**config.mk**
```make
export PLATFORM = sky130hd
export DESIGN_NAME = spd_channel
export DESIGN_NICKNAME = d
export VERILOG_FILES = /design/src/inc/spd_pkg.sv /design/src/verilog/spd_channel.sv
export SDC_FILE = /design/constraint.sdc
export NUM_CORES = 1
export LEC_CHECK = 0
export BUFFER_PORTS_ARGS = -buffer_cell sky130_fd_sc_hd__buf_4
export CAP_MARGIN = 5
export CELL_PAD_IN_SITES_DETAIL_PLACEMENT = 1
export CELL_PAD_IN_SITES_GLOBAL_PLACEMENT = 1
export CORE_MARGIN = 2
export CORE_UTILIZATION = 25
export DETAILED_ROUTE_END_ITERATION = 12
export GPL_ROUTABILITY_DRIVEN = 0
export GPL_TIMING_DRIVEN = 0
export MAX_ROUTING_LAYER = met4
export PLACE_DENSITY = 0.57
export SLEW_MARGIN = 25
export SYNTH_ARGS = -nofsm -noshare
export SYNTH_HDL_FRONTEND = slang
export SYNTH_SLANG_ARGS = --single-unit
export TNS_END_PERCENT = 10
```
**constraint.sdc**
```tcl
create_clock -name I_MCLK -period 6.1 [get_ports I_MCLK]
set_input_delay 0.61 -clock I_MCLK [delete_from_list [all_inputs] [get_ports I_MCLK]]
set_output_delay 0.61 -clock I_MCLK [all_outputs]
set_load 0.05 [all_outputs]
```
**src/inc/spd_pkg.sv**
```systemverilog
// Package with constants and types for the scratch pad parameter DMA channel
package spd_pkg;
  // ----------------------------------------------------------------
  // Scratch pad locations
  // ----------------------------------------------------------------
  localparam logic [8:0] SP_ENABLE_ADDR = 9'h0F9;
  localparam logic [8:0] SP_MODE_ADDR = 9'h0FA;
  localparam logic [8:0] SP_LOW_ADDR = 9'h0FB;
  localparam logic [8:0] SP_SIZE_ADDR = 9'h0FC;
  localparam logic [8:0] SP_COUNT_ADDR = 9'h0FD;
  localparam logic [8:0] SP_STEP_ADDR = 9'h0FE;
  localparam logic [8:0] SP_PORT_BASE = 9'h100;
  localparam logic [8:0] SP_PROG_CHANNEL = 9'h004;
  localparam logic [1:0] PROG_LAST_SECT = 2'h2;
  // ----------------------------------------------------------------
  // Field positions of the mode and high base address word and of the enable word
  // ----------------------------------------------------------------
  localparam int MODE_PROG_BIT = 12;
  localparam int MODE_CHAN_HI = 11;
  localparam int MODE_CHAN_LO = 10;
  localparam int MODE_ADIR_BIT = 9;
  localparam int MODE_DDIR_BIT = 8;
  localparam int MODE_HIGH_HI = 5;
  localparam int ENABLE_IRQ_BIT = 0;
  // ----------------------------------------------------------------
  // Reset values and types
  // ----------------------------------------------------------------
  localparam logic [15:0] WORD_RESET = 16'h0000;
  localparam logic [21:0] ADDR_RESET = 22'h000000;
  localparam int BUF_DEPTH = 2;

  typedef enum logic [3:0] {
    ST_IDLE = 4'h0,
    ST_RD_EN = 4'h1,
    ST_RD_MODE = 4'h2,
    ST_RD_SIZE = 4'h3,
    ST_RD_LOW = 4'h4,
    ST_RD_COUNT = 4'h5,
    ST_RD_STEP = 4'h6,
    ST_MOVE = 4'h7,
    ST_DRAIN = 4'h8,
    ST_DONE = 4'h9
  } spd_state_e;
endpackage

```
**src/verilog/spd_channel.sv**
```systemverilog
// Scratch pad parameter DMA channel engine
`timescale 1ns/10ps

// Behaviour
// - Enable LSB 1 interrupts host, 0 transfers
// - Block holds size plus one halfwords
// - Next block starts last address plus one plus step
// - Count plus one blocks, then completion interrupt
// - Count zero moves exactly one block
// - Program bit selects channel 4, else 0-3
// - Address bit 9 low increments, high decrements
// - Data bit 8 low reads scratch pad
// - Mode bits 5-0 give address 21:16
// - Low word gives address bits 15:0
// - Fetch low and step only when enabled
// - Zero size aborts, skip remaining fetches
// - Start pulse triggers fetch, transfer, interrupt
// - Parameters read from fixed scratch pad addresses
// - Data through port 0x100 plus channel
// - Program sections, channels run one at a time
module spd_channel (
  input wire logic I_MCLK,
  input wire logic I_ARST_N,
  input wire logic I_CE,
  input wire logic I_START,
  output logic [8:0] O_SP_ADDR,
  output logic O_SP_RD,
  output logic O_SP_WR,
  output logic [15:0] O_SP_WDATA,
  input wire logic [15:0] I_SP_RDATA,
  output logic [21:0] O_MEM_ADDR,
  output logic O_MEM_REQ,
  output logic O_MEM_WR,
  output logic [15:0] O_MEM_WDATA,
  input wire logic I_MEM_READY,
  input wire logic I_MEM_RVALID,
  input wire logic [15:0] I_MEM_RDATA,
  output logic O_MEM_RREADY,
  output logic O_HOST_IRQ,
  output logic O_SUB_IRQ,
  output logic O_BUSY,
  output logic O_CFG_ERR
);
  import spd_pkg::*;

  typedef struct packed {
    spd_state_e st;
    logic start_s1;
    logic start_s2;
    logic start_s3;
    logic rd_wait;
    logic [15:0] mode;
    logic [15:0] size;
    logic [15:0] count;
    logic [15:0] step;
    logic [21:0] addr;
    logic [15:0] blk_left;
    logic [15:0] blk_cnt;
    logic [15:0] issued;
    logic [BUF_DEPTH-1:0][15:0] buf_data;
    logic [1:0] sect;
    logic [BUF_DEPTH-1:0] buf_vld;
    logic buf_wp;
    logic buf_rp;
    logic [8:0] sp_addr;
    logic sp_rd;
    logic sp_wr;
    logic [15:0] sp_wdata;
    logic [21:0] mem_addr;
    logic mem_req;
    logic mem_wr;
    logic [15:0] mem_wdata;
    logic mem_rready;
    logic host_irq;
    logic sub_irq;
    logic busy;
    logic cfg_err;
  } spd_state_s;

  spd_state_s s_q;
  spd_state_s s_d;

  // ----------------------------------------------------------------
  // Helpers
  // ----------------------------------------------------------------
  function automatic logic [21:0] addr_step(input logic [21:0] a, input logic dec);
    addr_step = dec ? a - 22'h000001 : a + 22'h000001;
  endfunction

  // Program words rotate over three ports, one per instruction section
  function automatic logic [1:0] next_sect(input logic [1:0] s);
    next_sect = (s == PROG_LAST_SECT) ? 2'h0 : s + 2'h1;
  endfunction

  function automatic logic [8:0] port_addr(input logic [15:0] m, input logic [1:0] s);
    if (m[MODE_PROG_BIT]) begin
      port_addr = SP_PORT_BASE + SP_PROG_CHANNEL + {7'h00, s};
    end else begin
      port_addr = SP_PORT_BASE + {7'h00, m[MODE_CHAN_HI:MODE_CHAN_LO]};
    end
  endfunction

  function automatic spd_state_s fetch(input spd_state_s x, input logic [8:0] a);
    fetch = x;
    fetch.sp_addr = a;
    fetch.sp_rd = 1'b1;
    fetch.rd_wait = 1'b1;
  endfunction

  logic to_sp;
  logic buf_full;
  logic buf_empty;

  always_comb begin
    to_sp = s_q.mode[MODE_DDIR_BIT];
    buf_full = &s_q.buf_vld;
    buf_empty = ~|s_q.buf_vld;
  end

  // ----------------------------------------------------------------
  // Next state
  // ----------------------------------------------------------------
  always_comb begin
    s_d = s_q;
    s_d.start_s1 = I_START;
    s_d.start_s2 = s_q.start_s1;
    s_d.start_s3 = s_q.start_s2;
    s_d.sp_rd = 1'b0;
    s_d.sp_wr = 1'b0;
    s_d.host_irq = 1'b0;
    s_d.sub_irq = 1'b0;
    s_d.rd_wait = 1'b0;
    s_d.mem_rready = 1'b0;
    // Scratch pad side accepts at a fixed rate, so buffer drains freely
    if (to_sp && !buf_empty && s_q.busy) begin
      s_d.sp_addr = port_addr(s_q.mode, s_q.sect);
      s_d.sect = next_sect(s_q.sect);
      s_d.sp_wr = 1'b1;
      s_d.sp_wdata = s_q.buf_data[s_q.buf_rp];
      s_d.buf_vld[s_q.buf_rp] = 1'b0;
      s_d.buf_rp = ~s_q.buf_rp;
    end
    case (s_q.st)
      ST_IDLE: begin
        s_d.busy = 1'b0;
        // Pulses during a transfer are ignored: channels never overlap
        if (s_q.start_s2 && !s_q.start_s3) begin
          s_d = fetch(s_d, SP_ENABLE_ADDR);
          s_d.st = ST_RD_EN;
          s_d.busy = 1'b1;
          s_d.cfg_err = 1'b0;
        end
      end
      ST_RD_EN: begin
        if (!s_q.rd_wait) begin
          if (I_SP_RDATA[ENABLE_IRQ_BIT]) begin
            s_d.host_irq = 1'b1;
            s_d.st = ST_IDLE;
            s_d.busy = 1'b0;
          end else begin
            s_d = fetch(s_d, SP_MODE_ADDR);
            s_d.st = ST_RD_MODE;
          end
        end
      end
      ST_RD_MODE: begin
        if (!s_q.rd_wait) begin
          s_d.mode = I_SP_RDATA;
          s_d = fetch(s_d, SP_SIZE_ADDR);
          s_d.st = ST_RD_SIZE;
        end
      end
      ST_RD_SIZE: begin
        if (!s_q.rd_wait) begin
          s_d.size = I_SP_RDATA;
          if (I_SP_RDATA == WORD_RESET) begin
            s_d.cfg_err = 1'b1;
            s_d.st = ST_IDLE;
            s_d.busy = 1'b0;
          end else begin
            s_d = fetch(s_d, SP_LOW_ADDR);
            s_d.st = ST_RD_LOW;
          end
        end
      end
      ST_RD_LOW: begin
        if (!s_q.rd_wait) begin
          s_d.addr = {s_q.mode[MODE_HIGH_HI:0], I_SP_RDATA};
          s_d = fetch(s_d, SP_COUNT_ADDR);
          s_d.st = ST_RD_COUNT;
        end
      end
      ST_RD_COUNT: begin
        if (!s_q.rd_wait) begin
          s_d.count = I_SP_RDATA;
          s_d = fetch(s_d, SP_STEP_ADDR);
          s_d.st = ST_RD_STEP;
        end
      end
      ST_RD_STEP: begin
        if (!s_q.rd_wait) begin
          s_d.step = I_SP_RDATA;
          s_d.blk_left = s_q.size;
          s_d.blk_cnt = s_q.count;
          s_d.issued = WORD_RESET;
          s_d.sect = 2'h0;
          s_d.st = ST_MOVE;
        end
      end
      ST_MOVE: begin
        if (s_q.mem_req && I_MEM_READY) begin
          s_d.mem_req = 1'b0;
          if (s_q.blk_left == WORD_RESET) begin
            // Block end: jump from last address plus one by the step
            s_d.addr = s_q.addr + 22'h000001 + {6'h00, s_q.step};
            s_d.blk_left = s_q.size;
            if (s_q.blk_cnt == WORD_RESET) begin
              s_d.st = ST_DRAIN;
            end else begin
              s_d.blk_cnt = s_q.blk_cnt - 16'h0001;
            end
          end else begin
            s_d.addr = addr_step(s_q.addr, s_q.mode[MODE_ADIR_BIT]);
            s_d.blk_left = s_q.blk_left - 16'h0001;
          end
        end else if (!s_q.mem_req) begin
          if (to_sp) begin
            // Reads held back while buffer full so no word is lost
            if (!buf_full) begin
              s_d.mem_req = 1'b1;
              s_d.mem_wr = 1'b0;
              s_d.mem_addr = s_q.addr;
            end
          end else if (!s_q.rd_wait && s_q.issued == WORD_RESET) begin
            s_d = fetch(s_d, port_addr(s_q.mode, s_q.sect));
            s_d.sect = next_sect(s_q.sect);
            s_d.issued = 16'h0001;
          end else if (!s_q.rd_wait) begin
            s_d.mem_req = 1'b1;
            s_d.mem_wr = 1'b1;
            s_d.mem_addr = s_q.addr;
            s_d.mem_wdata = I_SP_RDATA;
            s_d.issued = WORD_RESET;
          end
        end
      end
      ST_DRAIN: begin
        // Last read may still be in flight when the final request is taken
        if (!to_sp || (buf_empty && s_q.issued == WORD_RESET)) begin
          s_d.st = ST_DONE;
        end
      end
      ST_DONE: begin
        s_d.sub_irq = 1'b1;
        s_d.busy = 1'b0;
        s_d.st = ST_IDLE;
      end
      default: begin
        s_d.st = ST_IDLE;
      end
    endcase
    // Read data from memory into buffer
    if (to_sp && I_MEM_RVALID && s_q.mem_rready) begin
      s_d.buf_data[s_q.buf_wp] = I_MEM_RDATA;
      s_d.buf_vld[s_q.buf_wp] = 1'b1;
      s_d.buf_wp = ~s_q.buf_wp;
    end
    // Reads still owed by memory, so drain waits for every word
    if (to_sp && s_q.mem_req && I_MEM_READY) begin
      s_d.issued = s_d.issued + 16'h0001;
    end
    if (to_sp && I_MEM_RVALID && s_q.mem_rready) begin
      s_d.issued = s_d.issued - 16'h0001;
    end
    s_d.mem_rready = to_sp && s_q.busy && !(&s_d.buf_vld);
    if (s_q.start_s2 && !s_q.start_s3 && s_q.busy) begin
      s_d.st = s_d.st;
    end
  end

  // ----------------------------------------------------------------
  // State register
  // ----------------------------------------------------------------
  always_ff @(posedge I_MCLK or negedge I_ARST_N) begin
    if (!I_ARST_N) begin
      s_q <= '0;
    end else if (I_CE) begin
      s_q <= s_d;
    end
  end

  always_comb begin
    O_SP_ADDR = s_q.sp_addr;
    O_SP_RD = s_q.sp_rd;
    O_SP_WR = s_q.sp_wr;
    O_SP_WDATA = s_q.sp_wdata;
    O_MEM_ADDR = s_q.mem_addr;
    O_MEM_REQ = s_q.mem_req;
    O_MEM_WR = s_q.mem_wr;
    O_MEM_WDATA = s_q.mem_wdata;
    O_MEM_RREADY = s_q.mem_rready;
    O_HOST_IRQ = s_q.host_irq;
    O_SUB_IRQ = s_q.sub_irq;
    O_BUSY = s_q.busy;
    O_CFG_ERR = s_q.cfg_err;
  end
endmodule

```
After elaboration in Yosys (flattened, before gate mapping)
Cells that the tools add are included.
{ "op_classes": {"add_sub_neg": 10, "magnitude_cmp": 4, "eq_ne": 29, "n_mux": 69, "bitwise_logic": 17, "reduce_logical": 48} }
{ "ops": {"columns": ["operator", "n"], "rows": [
  ["252-bit 2-to-1 mux", 6],
  ["73-bit case mux with 7 select lines", 1],
  ["48-bit case mux with 8 select lines", 1],
  ["52-bit case mux with 7 select lines", 1],
  ["245-bit 2-to-1 mux", 1],
  ["243-bit 2-to-1 mux", 1],
  ["241-bit 2-to-1 mux", 1],
  ["32-bit case mux with 7 select lines", 1],
  ["200-bit 2-to-1 mux", 1],
  ["16-bit 2-to-1 mux", 10],
  ["22-bit case mux with 7 select lines", 1],
  ["16-bit case mux with 8 select lines", 1],
  ["119-bit 2-to-1 mux", 1],
  ["103-bit 2-to-1 mux", 1],
  ["40-bit 2-to-1 mux", 2],
  ["65-bit 2-to-1 mux", 1],
  ["16-bit logical NOT", 4],
  ["54-bit 2-to-1 mux", 1],
  ["10-bit AND reduction", 5],
  ["24-bit 2-to-1 mux", 2],
  ["48-bit 2-to-1 mux", 1],
  ["16-bit by 1-bit subtractor with 16-bit output (second input constant)", 3],
  ["22-bit 2-to-1 mux", 2],
  ["38-bit 2-to-1 mux", 1],
  ["other kinds (46)", 127]
]} }
{ "totals": {"ff_bits": 249, "input_bits": 38, "elab_cells": 210} }

Depth between registers and ports, before layout
Gate-level depths: netlist (run 1).
{ "logic_depth": {"word_depth": 17, "depth_mapped": 18} }

Worst setup path after synthesis (run 1)
Ideal clock, no wire load.
{ "synth_path": {"path_kind": "reg2reg", "start": "reg s_q[118] in the netlist's numbering", "end": "reg s_q[122] in the netlist's numbering", "arrival_ns": 3.879, "required_time_ns": 6.035, "setup_slack_ns": 2.156, "stages_incl_launch_ff": 18, "synth_period_minus_slack_ns": 3.944, "cell_sequence": "dfrtp_1 buf_6 or3_1 or4_4 nor3_4 o21ai_2 and2b_2 ha_1 and4_1 clkbuf_1 and4_1 clkbuf_1 a31oi_1 a22oi_1 and3_1 mux2_2 a21oi_1 o22a_1"} }
{ "synth_between": {"elab_chain_len": 11, "elab_cells_between_ends": 21, "classes_between": "2 x add/sub; 17 x mux; 2 x reduce/logical"} }
{ "synth_rtl": {"columns": ["item", "line_no", "source"], "rows": [
  ["from (decl)", "spd_channel.sv:80", "spd_state_s s_q;"],
  ["from (signal assigned)", "spd_channel.sv:286", "s_q <= '0;"],
  ["from (signal assigned)", "spd_channel.sv:288", "s_q <= s_d;"],
  ["16-bit logical NOT", "spd_channel.sv:234", "end else if (!s_q.rd_wait && s_q.issued == WORD_RESET) begin"],
  ["1-bit logical AND", "spd_channel.sv:234", null],
  ["16-bit 2-to-1 mux", "spd_channel.sv:234", null],
  ["200-bit 2-to-1 mux", "spd_channel.sv:227", "if (to_sp) begin"],
  ["245-bit 2-to-1 mux", "spd_channel.sv:226", "end else if (!s_q.mem_req) begin"],
  ["103-bit 2-to-1 mux", "spd_channel.sv:211", "if (s_q.mem_req && I_MEM_READY) begin"],
  ["48-bit case mux with 8 select lines (*)", "spd_channel.sv:143", "case (s_q.st)"],
  ["16-bit by 1-bit adder with 16-bit output", "spd_channel.sv:270", "s_d.issued = s_d.issued + 16'h0001;"],
  ["16-bit 2-to-1 mux (*)", "spd_channel.sv:269", "if (to_sp && s_q.mem_req && I_MEM_READY) begin"],
  ["16-bit by 1-bit subtractor with 16-bit output", "spd_channel.sv:273", "s_d.issued = s_d.issued - 16'h0001;"],
  ["16-bit 2-to-1 mux (*)", "spd_channel.sv:272", "if (to_sp && I_MEM_RVALID && s_q.mem_rready) begin"]
]} }
Mark *: on every way between the ends. The rest lies on a longest branch, timed or not. The select of a mux whose other input is x is not followed.
A chain may end at the register's enable or synchronous reset.

Worst setup path after layout (run 1)
{ "layout_path": {"start": "reg s_q[119] in the netlist's numbering", "end": "reg s_q[122] in the netlist's numbering"} }
The elaborated chain is that of the path after synthesis.

==> results of run 1 <==
path summary, 6_finish.rpt:
path | cells past startpoint | slack (ns) | start | end
max | 16 | 1.47 | s_q[119] | s_q[122]
min | 2 | 0.27 | I_MEM_RDATA[1] | s_q[95]
max reg2reg | 16 | 1.47 | s_q[119] | s_q[122]
min reg2reg | 2 | 0.48 | O_SP_WDATA[2] | O_SP_WDATA[2]
max in group asynchronous | 4 | 4.65 | I_ARST_N | s_q[118]
min in group asynchronous | 2 | 0.51 | I_ARST_N | s_q[150]
flip-flops by register name, indices dropped and copies added (netlist names), 9 cells and up:
name and cells:
O_SP_ADDR 9, O_SP_WDATA 16, O_MEM_WDATA 16, O_MEM_ADDR 22, s_q 175
cells in the mapped netlist, drive strengths merged (8+ instances only):
cell      n
and3     21
mux2    118
mux2i    29
a22oi     8
a21oi    88
nand2   183
xor2     32
buf      75
and2     12
xnor2    40
nor3     41
nor4     23
inv      27
a31oi    20
a21o     12
nor2    111
o31ai    13
a32oi     8
o22ai    11
o21ai   161
dfrtp   246
clkbuf   93
a211oi   14
and4     11
ha       22
nand3    49
nand4    16
worst max-delay path, cell delays in order (launching register included):
cell	delay, ns
dfrtp_1	0.45
or3_1	0.46
or4_4	0.48
nor3_4	0.34
o21ai_2	0.13
and2b_2	0.23
ha_1	0.18
and4_1	0.20
clkbuf_1	0.25
and4_1	0.23
clkbuf_1	0.31
a31oi_1	0.13
a22oi_1	0.27
and3_1	0.26
mux2_2	0.34
a21oi_1	0.14
o22a_1	0.15
placed cells by master (no fill, tap or decap), types with 7 or more instances in the layout:
cell type	n
o21ai_0	159
nor3_1	40
nand4_1	16
a211oi_1	13
xor2_1	32
a21oi_1	88
nand3_1	47
a21o_1	12
nand2b_1	7
clkbuf_16	31
and3_1	19
nor4_1	22
xnor2_1	40
nand2_1	183
a32oi_1	8
and4_1	11
nor2b_1	7
o31ai_1	13
a31oi_1	19
mux2_2	118
nor2_1	110
mux2i_1	29
and2_1	10
buf_4	172
ha_1	22
dfrtp_1	246
o22ai_1	11
inv_1	27
clkbuf_1	94
a22oi_1	8
cells by family after synthesis:
group                    synth area share [%]
flip-flops                               41.8
buffers and inverters                    7.20
multiplexers                             11.0
AND/OR/NAND/NOR                          17.1
XOR/XNOR                                 4.28
adder cells (fa/ha/maj)                  2.00
AO/OA/AOI/OAI                            16.7
layer usage:
layer  share of wire [%]  global-route usage [%]  wire length (um)
met1                  46                    23.9             24600
met2                  47                    29.1             24900
met3                 4.0                    2.45              2140
met4                 3.1                    5.30              1670
met5                   0                       -                 0
final cells by class:
cell class,instances,area [um2]
inverters,28,105
multi-input cells,1160,7520
clock buffers,40,840
diodes,1,2.50
clock inverters,16,219
flip-flops and latches,246,6160
well taps,773,967
fillers,6727,41000
plain buffers,169,956
repair buffers,112,931
timing repair:
item / 4_1_cts / 5_1_grt
endpoints found under the setup margin: 0 / 0
gates resized for setup: 0 / 0
hold endpoints to repair: 41 / 0
hold buffers: 1 / 0
where the power goes:
part           switching (uW)  total [uW]  internal [uW]
Clock                     762        1940           1180
Combinational            1120        1760            643
Sequential                220        2120           1900
Total                    2100        5820           3720
metrics by stage:
step,instances,hold slack [ns],total power [uW],utilization [%],worst slack [ns]
2_1_floorplan,1603,0.314,3290,-,2.16
3_3_place_gp,2483,0.464,3850,28.1,1.53
3_5_place_dp,2487,0.468,3900,28.3,1.48
4_1_cts,2544,0.231,5880,30.2,1.46
5_1_grt,2544,0.240,6160,30.2,1.14
6_report,2545,0.266,5820,30.2,1.47
==> impl_results.md, run 1 <==
- Outcome: complete, no violations
- Postcts setup bufs: 0
- Max Root-Sink Buffers: 3
- CTS Sinks: 246
- Synth area leaders: dfrtp_1 42%, mux2_2 9.0%, o21ai_0 5.4%
- Share of cells above drive strength 1: between 20% and 30%
- Routed Antenna Nets: 0
- Startpoint Class: register
- Leakage power: ~0.0079 uW
- Max-Cap Viols: 0
- Port Buffers: around 110
- Yosys warning count: 0
- Die area: a little over 60000 um2
- Clock transition at path regs: around 0.060 ns
- 1st-iter DRT viols: 770
- Fmax achieved: roughly 220 MHz
- Async S/R FF share, synth: between 90% and 100%
- Cell count after synthesis: 1603
- Synth top area share: between 40% and 50%
- CP Capture Type: register
- Final hold violation count: 0
- Pre-antenna DRT Iters: 5
- Library cells used by synthesis: between 90 and 100
- Vias per cell: 5.07
- Syn avg cell area: roughly 9 um2
- Max IR drop VDD: ~0.21 mV
- TritonCTS clock tree: yes
- I/O pin cnt: between 100 and 150
- Fin Clk Skew: ~0.014 ns
- Hold crit path type: input pin to register
- Tightest Pin Transition: approximately 0.93 ns
- Die width: around 250 um
- Placed wire-length estimate: a little under 40 mm
- Total Routed Length: 53.2 mm
- Setup violators final: 0
- P&R area growth vs syn: 20.1%
- Num CTS Buffers: 31
- Max_slew headroom: between 30% and 40%
- Final min period: roughly 4.6 ns
- Fin nets: 1809
- Core box area: slightly below 60000 um2
- Starting Density: between 20% and 30%
- Critical Path AT: 5.15 ns
- Setup Crit Path Kind: register to register
- Pin count of the biggest net entering global routing: between 50 and 60
- Sum Neg Setup Slack: 0 ns
- Routed vias: roughly 13000
- Sequential share of the synthesized area: about two fifths
- Most common flop cell mapped by yosys: dfrtp_1
- Area after DPL: 16600 um2
- Total gr overflow: 0
- PD cells: 329 nW/um2
- Global-route wire length before repair: roughly 83 mm
- Post-synth EDFFs: 0
- Clk Latency, worst-skew pair: 0.59 ns
- Die Y: 247 um
- Finished layout cell area: 17700 um2
- Vias in the first global route: around 14000
- Tcrit/Tclk final: 75.9%
- Drt wl/cell: 20.9 um
- Root buf cell: clkbuf_16
- Post-Syn Area: 14700 um2
- Net Count, Synth: approximately 1700
- H-tree depth: 1
- Initial antenna violation count: 0
- Remaining DRCs: 0
- CP max FO: 8
- Synthesized flop and latch total: 246
- CP required: about 6.6 ns
- Site Rows: 89
- GRT Util Overall: a little under a fifth
- Cell taking the most area after synthesis: dfrtp_1
- RSZ-0062 raised after global routing: no
- Slew Viols, Final: 0
No activity file was read; power rests on OpenSTA's default activity.
==> run 2: changes to the inputs <==
Settings changed: ABC_AREA set to 1, PLACE_DENSITY 0.57 to 0.59.
Clock period 6.1 ns to 4.75 ns, I/O delays scaled along.
==> run 2 against run 1 <==
Design area increased by 0.90%. Critical path depth unchanged. Core utilization barely moved. Hold slack lost 0.15 ns. First-iteration DRC count up 12%. Cell count grew 16%. Worst setup slack lost 0.92 ns. Non-clock buffer count down 31. Synthesized area grew 1.8%. Combinational power grew to 3.6 times the previous value. Critical endpoint is now s_q[174]. Highest routed layer unchanged.
==> impl_results.md, run 2 <==
- Outcome: complete, no violations
- Die area: 62000 um2 (+1.8%)
- Ant. Diodes: 0 (-1)
- WP buf/inv: 3 (+1)
- Fin Clk Skew: 0.0267 ns (+0.0125 ns)
- Vias per cell: 4.87 (-4.1%)
- Final min period: 4.19 ns (-0.434 ns)
- Reg with most FFs: s_q
- CTS Sinks: 246 (unchanged)
- Finished layout cell area: 17900 um2 (+0.90%)
- CP required: 5.25 ns (-1.37 ns)
- Leakage power: 0.00860 uW (+9.3%)
- Max Root-Sink Buffers: 3 (unchanged)
- Most common cell after layout, fill and taps aside: nand2_1
- Commonest cells after routing, fill and taps aside: 449 x nand2_1, 275 x o21ai_0, 246 x dfrtp_1, 218 x inv_1, 189 x nor2_1
- Max reg flops: 175 (unchanged)
- Critical Path AT: 4.70 ns (-0.45 ns)
- Synth area leaders: dfrtp_1 41%, nand2_1 11%, o21ai_0 9.2%
- Cell taking the most area after synthesis: dfrtp_1
- PD cells: 655 nW/um2 (+99%)
- Fin nets: 2224 (+23%)
- Clock transition at path regs: 0.07 ns (about the same)
- Sequential share of the synthesized area: 41.0% (-0.74 points)
- Tightest Pin Transition: 1.08 ns (+0.151 ns)
- Num CTS Buffers: 29 (-6.5%)
- Crit-path cells: nand3_1 > nor2_1 > nand3_1 > inv_1 > nand4_1 > nor2_1 > xor2_1 > inv_1 > ha_1 > nand2_1 > o311ai_0 > inv_1 > a21oi_1 > o21a_1 > o21ai_0 > a22oi_1
- 1st-iter DRT viols: 866 (+12%)
- Post-Syn Area: 15000 um2 (+1.8%)
- Fin cells: 2957 (+16%)
- TritonCTS clock tree: yes
- GRT Util Overall: 18.8% (+0.62 points)
- Sum Neg Setup Slack: 0 ns (unchanged)
- Crit-path slowest cell: o311ai_0
- Most numerous cell in the Yosys netlist: nand2_1
- Post-route core utilization: 30.2% (+0.042 points)
- Core box area: 59100 um2 (+0.76%)
- Total gr overflow: 0 (unchanged)
- Routed Antenna Nets: 0 (unchanged)
- Clk Latency, worst-skew pair: 0.59 ns (about the same)
- Starting Density: 25.4% (+0.26 points)
- Setup Crit Path Kind: register to register
- Vias in the first global route: 15118 (+11%)
- Synthesized flop and latch total: 246 (unchanged)
- Net Count, Synth: 2081 (+25%)
- Global-route wire length before repair: 89.2 mm (+7.4%)
- Initial antenna violation count: 1 (+1)
- Most common flop cell mapped by yosys: dfrtp_1
- Placed wire-length estimate: 42.9 mm (+10%)
- Postcts setup bufs: 0 (unchanged)
- Setup violators final: 0 (unchanged)
- Port Buffers: 108 (+0.93%)
- Commonest cells in the netlist: 449 x nand2_1, 275 x o21ai_0, 246 x dfrtp_1, 218 x inv_1, 189 x nor2_1
- Max stage delay on crit path: 0.94 ns (+0.46 ns)
- Syn avg cell area: 7.43 um2 (-19%)
- Remaining DRCs: 0 (unchanged)
- Final hold violation count: 0 (unchanged)
- Max IR drop VDD: 0.329 mV (+58%)
- CP max FO: 5 (-3)
- Max-Cap Viols: 0 (unchanged)
- Root buf cell: clkbuf_16
- Placed cell count: 2904 (+17%)
- Pin count of the biggest net entering global routing: 69 (+21%)
- CP Capture Type: register
- Synth top area share: 41.0% (-0.74 points)
- I/O pin cnt: 110 (unchanged)
- H-tree depth: 1 (unchanged)
- Pre-antenna DRT Iters: 5 (unchanged)
- Die Y: 249 um (+0.89%)
- Die width: 249 um (+0.89%)
- RSZ-0062 raised after global routing: no
- Async S/R FF share, synth: 100% (unchanged)
- Slew Viols, Final: 0 (unchanged)
- Post-synth EDFFs: 0 (unchanged)
- Drt wl/cell: 19.2 um (-8.3%)
- Area after DPL: 16900 um2 (+1.5%)
- Pwr Total: 11700 uW (+100%)
- Tcrit/Tclk final: 88.3% (+12 points)
- CP most frequent cell: inv_1
- Cell count after synthesis: 2020 (+26%)
- Hold crit path type: input pin to register
- Site Rows: 89 (unchanged)
- Crit path max-delay family: compound AO/OA/AOI/OAI gates
- Routed vias: 14391 (+11%)
- Max_slew headroom: 27.0% (-11 points)
- Startpoint Class: register
- Yosys warning count: 0 (unchanged)
- Share of cells above drive strength 1: 13.7% (-7.9 points)
- Fmax achieved: 238 MHz (+10%)
- P&R area growth vs syn: 19.0%
- Total Routed Length: 56.7 mm (+6.6%)
- Library cells used by synthesis: 64 (-30%)
run 2: final timing paths:
path	from	end	slack, ns	depth (start not counted)
worst max register to register	s_q[158]	s_q[174]	0.56	16
worst min register to register	s_q[104]	s_q[104]	0.48	2
max in group asynchronous	I_ARST_N	O_MEM_WDATA[3]	3.21	4
worst min-delay path	I_START	s_q[247]	0.11	3
worst max-delay path	s_q[158]	s_q[174]	0.56	16
min in group asynchronous	I_ARST_N	s_q[89]	0.46	2
run 2: routing by layer:
metal	track usage, %	wire, um
met5	-	0
met4	3.77	1140
met3	2.54	2380
met2	30.2	26100
met1	25.3	27200
run 2: layout make-up:
type | instances | area (um2)
clock buffers | 42 | 835
flip-flops and latches | 246 | 6160
multi-input cells | 1401 | 7200
clock inverters | 10 | 135
fillers | 7200 | 41300
inverters | 235 | 888
repair buffers | 112 | 911
well taps | 773 | 967
plain buffers | 138 | 763
run 2: kinds of logic (layout without fill, tap and decap cells):
kind of cell	count (synthesis)	after routing	share of synthesized area [%]
multiplexers	3	3	0.217
XOR/XNOR	51	51	3.15
AND/OR/NAND/NOR	829	829	24.3
AO/OA/AOI/OAI	495	495	18.3
buffers and inverters	373	537	11.0
adder cells (fa/ha/maj)	23	23	1.97
flip-flops	246	246	41.0
run 2: timing repair:
action | 4_1_cts | 5_1_grt
gates resized for setup | 0 | 0
endpoints found under the setup margin | 0 | 0
hold buffers | 1 | 0
hold endpoints to repair | 66 | 0
run 2: power breakdown:
part	total [uW]	switching [uW]	internal, uW
logic	6300	4260	2040
clock network	2340	963	1380
registers	3050	452	2600
run 2: metrics by stage:
stage / setup slack (ns) / hold WS, ns
global route: 0.271 / 0.0980
finish: 0.556 / 0.112
global placement: 0.784 / 0.454
CTS: 0.736 / 0.0849
floorplan: 1.81 / 0.179
detailed placement: 0.764 / 0.469
run 2: worst min-delay path: cells and delay by family:
family | cells | cell delay (ns)
and+or+nand+nor | 2 | 0.09
buffers and inverters | 1 | 0.08
==> run 3: changes to the inputs <==
Settings changed: CTS_BUF_LIST set to sky130_fd_sc_hd__clkbuf_2, TNS_END_PERCENT 10 to 20.
==> run 3 against run 2 <==
Register-to-register slack better by 0.04 ns. Sequential power barely moved. Critical path depth is the same. Global-route usage increased by 0.62 points. Count of clock-buffer cells in the layout is 59 higher. Non-clock buffer count up 36. Sequential share of layout area is 0.087 points lower. Worst setup slack better by 0.039 ns. Sequential cell count did not move. Maximum frequency grew 0.95%. Critical endpoint unchanged. Largest cell class unchanged.
==> impl_results.md, run 3 (same netlist as run 2, synthesis figures left out) <==
- Outcome: complete, no violations
- Max-Cap Viols: 0 (unchanged)
- TritonCTS clock tree: yes
- Most common cell after layout, fill and taps aside: nand2_1
- Setup violators final: 0 (unchanged)
- Initial antenna violation count: 3 (+2)
- Vias in the first global route: 15727 (+4.0%)
- Total gr overflow: 0 (unchanged)
- Final min period: 4.15 ns (-0.0395 ns)
- Max IR drop VDD: 0.326 mV (-0.86%)
- Tightest Pin Transition: 1.02 ns (-0.0624 ns)
- Die Y: 249 um (unchanged)
- Tcrit/Tclk final: 87.5% (-0.83 points)
- H-tree depth: 3 (+2)
- 1st-iter DRT viols: 907 (+4.7%)
- Slew Viols, Final: 0 (unchanged)
- Pin count of the biggest net entering global routing: 67 (-2.9%)
- Hold Crit Start: I_MEM_RVALID
- CTS Sinks: 246 (unchanged)
- Critical Path Start: s_q[161]
- Reg-to-Reg Start: s_q[161]
- Share of cells above drive strength 1: 16.0% (+2.3 points)
- Commonest cells after routing, fill and taps aside: 449 x nand2_1, 275 x o21ai_0, 246 x dfrtp_1, 218 x inv_1, 189 x nor2_1
- Die width: 249 um (unchanged)
- Fmax achieved: 241 MHz (+0.95%)
- Max_slew headroom: 31.2% (+4.2 points)
- Routed Antenna Nets: 0 (unchanged)
- Fin Clk Skew: 0.0950 ns (+0.0683 ns)
- CP required: 5.72 ns (+0.47 ns)
- Fin nets: 2305 (+3.6%)
- Reg with most FFs: s_q
- CP max FO: 6 (+1)
- Max Root-Sink Buffers: 3 (unchanged)
- Core box area: 59100 um2 (unchanged)
- Drt wl/cell: 18.9 um (-1.4%)
- Clk Latency, worst-skew pair: 1.07 ns (+0.48 ns)
- GRT Util Overall: 19.4% (+0.62 points)
- Total Routed Length: 58.1 mm (+2.3%)
- Starting Density: 25.4% (unchanged)
- Num CTS Buffers: 74 (+160%)
- Routed vias: 14845 (+3.2%)
- Port Buffers: 108 (unchanged)
- Sum Neg Setup Slack: 0 ns (unchanged)
- Resized cells post-CTS: 0 (unchanged)
- Clock transition at path regs: 0.11 ns (+0.04 ns)
- Setup Crit Path Kind: register to register
- Hold crit path type: input pin to register
- P&R area growth vs syn: 19.3%
- Root buf cell: clkbuf_2
- Site Rows: 89 (unchanged)
- I/O pin cnt: 110 (unchanged)
- Pre-antenna DRT Iters: 5 (unchanged)
- Startpoint Class: register
- Vias per cell: 4.84 (-0.58%)
- Final hold violation count: 0 (unchanged)
- Critical Path AT: 5.13 ns (+0.43 ns)
- Placed wire-length estimate: 42.9 mm (unchanged)
- PD cells: 616 nW/um2 (-5.9%)
- CP Capture Type: register
- Leakage power: 0.00877 uW (+2.0%)
- Global-route wire length before repair: 91.1 mm (+2.2%)
- RSZ-0062 raised after global routing: no
- Max reg flops: 175 (unchanged)
- Remaining DRCs: 0 (unchanged)
- Die area: 62000 um2 (unchanged)
- Pwr Total: 11000 uW (-5.6%)
run 3: repair_timing:
item,4_1_cts,5_1_grt
hold buffers,37,0
buffers inserted,0,0
endpoints found under the hold margin,314,0
run 3: where the power goes:
group          internal (uW)  total, uW  switching, uW
Clock                    629       1670           1040
Combinational           2060       6320           4260
Sequential              2600       3050            455
Total                   5280      11000           5750
run 3: worst paths after layout:
check | depth (start not counted) | end | slack (ns)
min reg2reg | 2 | s_q[247] | 0.49
max reg2reg | 16 | s_q[174] | 0.60
min in group asynchronous | 4 | s_q[87] | 0.60
max | 16 | s_q[174] | 0.60
min | 4 | s_q[118] | 0.18
max in group asynchronous | 5 | s_q[215] | 3.50
run 3: cell type report:
type                            instances  area, um2
Tap cell                              773        967
Multi-Input combinational cell       1401       7200
Clock buffer                          101        505
Antenna cell                            4       10.0
Buffer                                138        763
Clock inverter                         22        121
Timing Repair Buffer                  148       1290
Inverter                              235        888
Fill cell                            7282      41200
Sequential cell                       246       6160
run 3: worst max-delay path, cell delays in order, from the launching register on:
cell and delay, ns:
dfrtp_1 0.46, inv_2 0.12, nor2_1 0.23, nand3_1 0.23
inv_1 0.13, nand4_1 0.12, nor2_1 0.27, xor2_1 0.26
inv_1 0.07, ha_1 0.35, nand2_1 0.11, o311ai_0 0.89
inv_1 0.23, a21oi_1 0.19, o21a_1 0.14, o21ai_0 0.07
a22oi_1 0.19
run 3: metrics by stage:
step | util, % | hold WS [ns] | setup WS (ns) | cells | area [um2]
6_report | 30.3 | 0.176 | 0.595 | 3068 | 17900
5_1_grt | 30.3 | 0.110 | 0.274 | 3067 | 17900
4_1_cts | 30.3 | 0.0461 | 0.735 | 3064 | 17900
3_5_place_dp | 28.5 | 0.469 | 0.764 | 2904 | 16900
3_3_place_gp | 28.4 | 0.454 | 0.784 | 2901 | 16800
2_1_floorplan | - | 0.179 | 1.81 | 2020 | 15000
run 3: layer usage:
| metal | GRT usage (%) | vias up | part of all wire [%] |
|---|---|---|---|
| met5 | - | - | 0 |
| met3 | 3.63 | 86 | 4.8 |
| li1 | - | 7083 | - |
| met1 | 25.2 | 7351 | 47 |
| met4 | 5.18 | 0 | 2.1 |
| met2 | 30.9 | 325 | 46 |
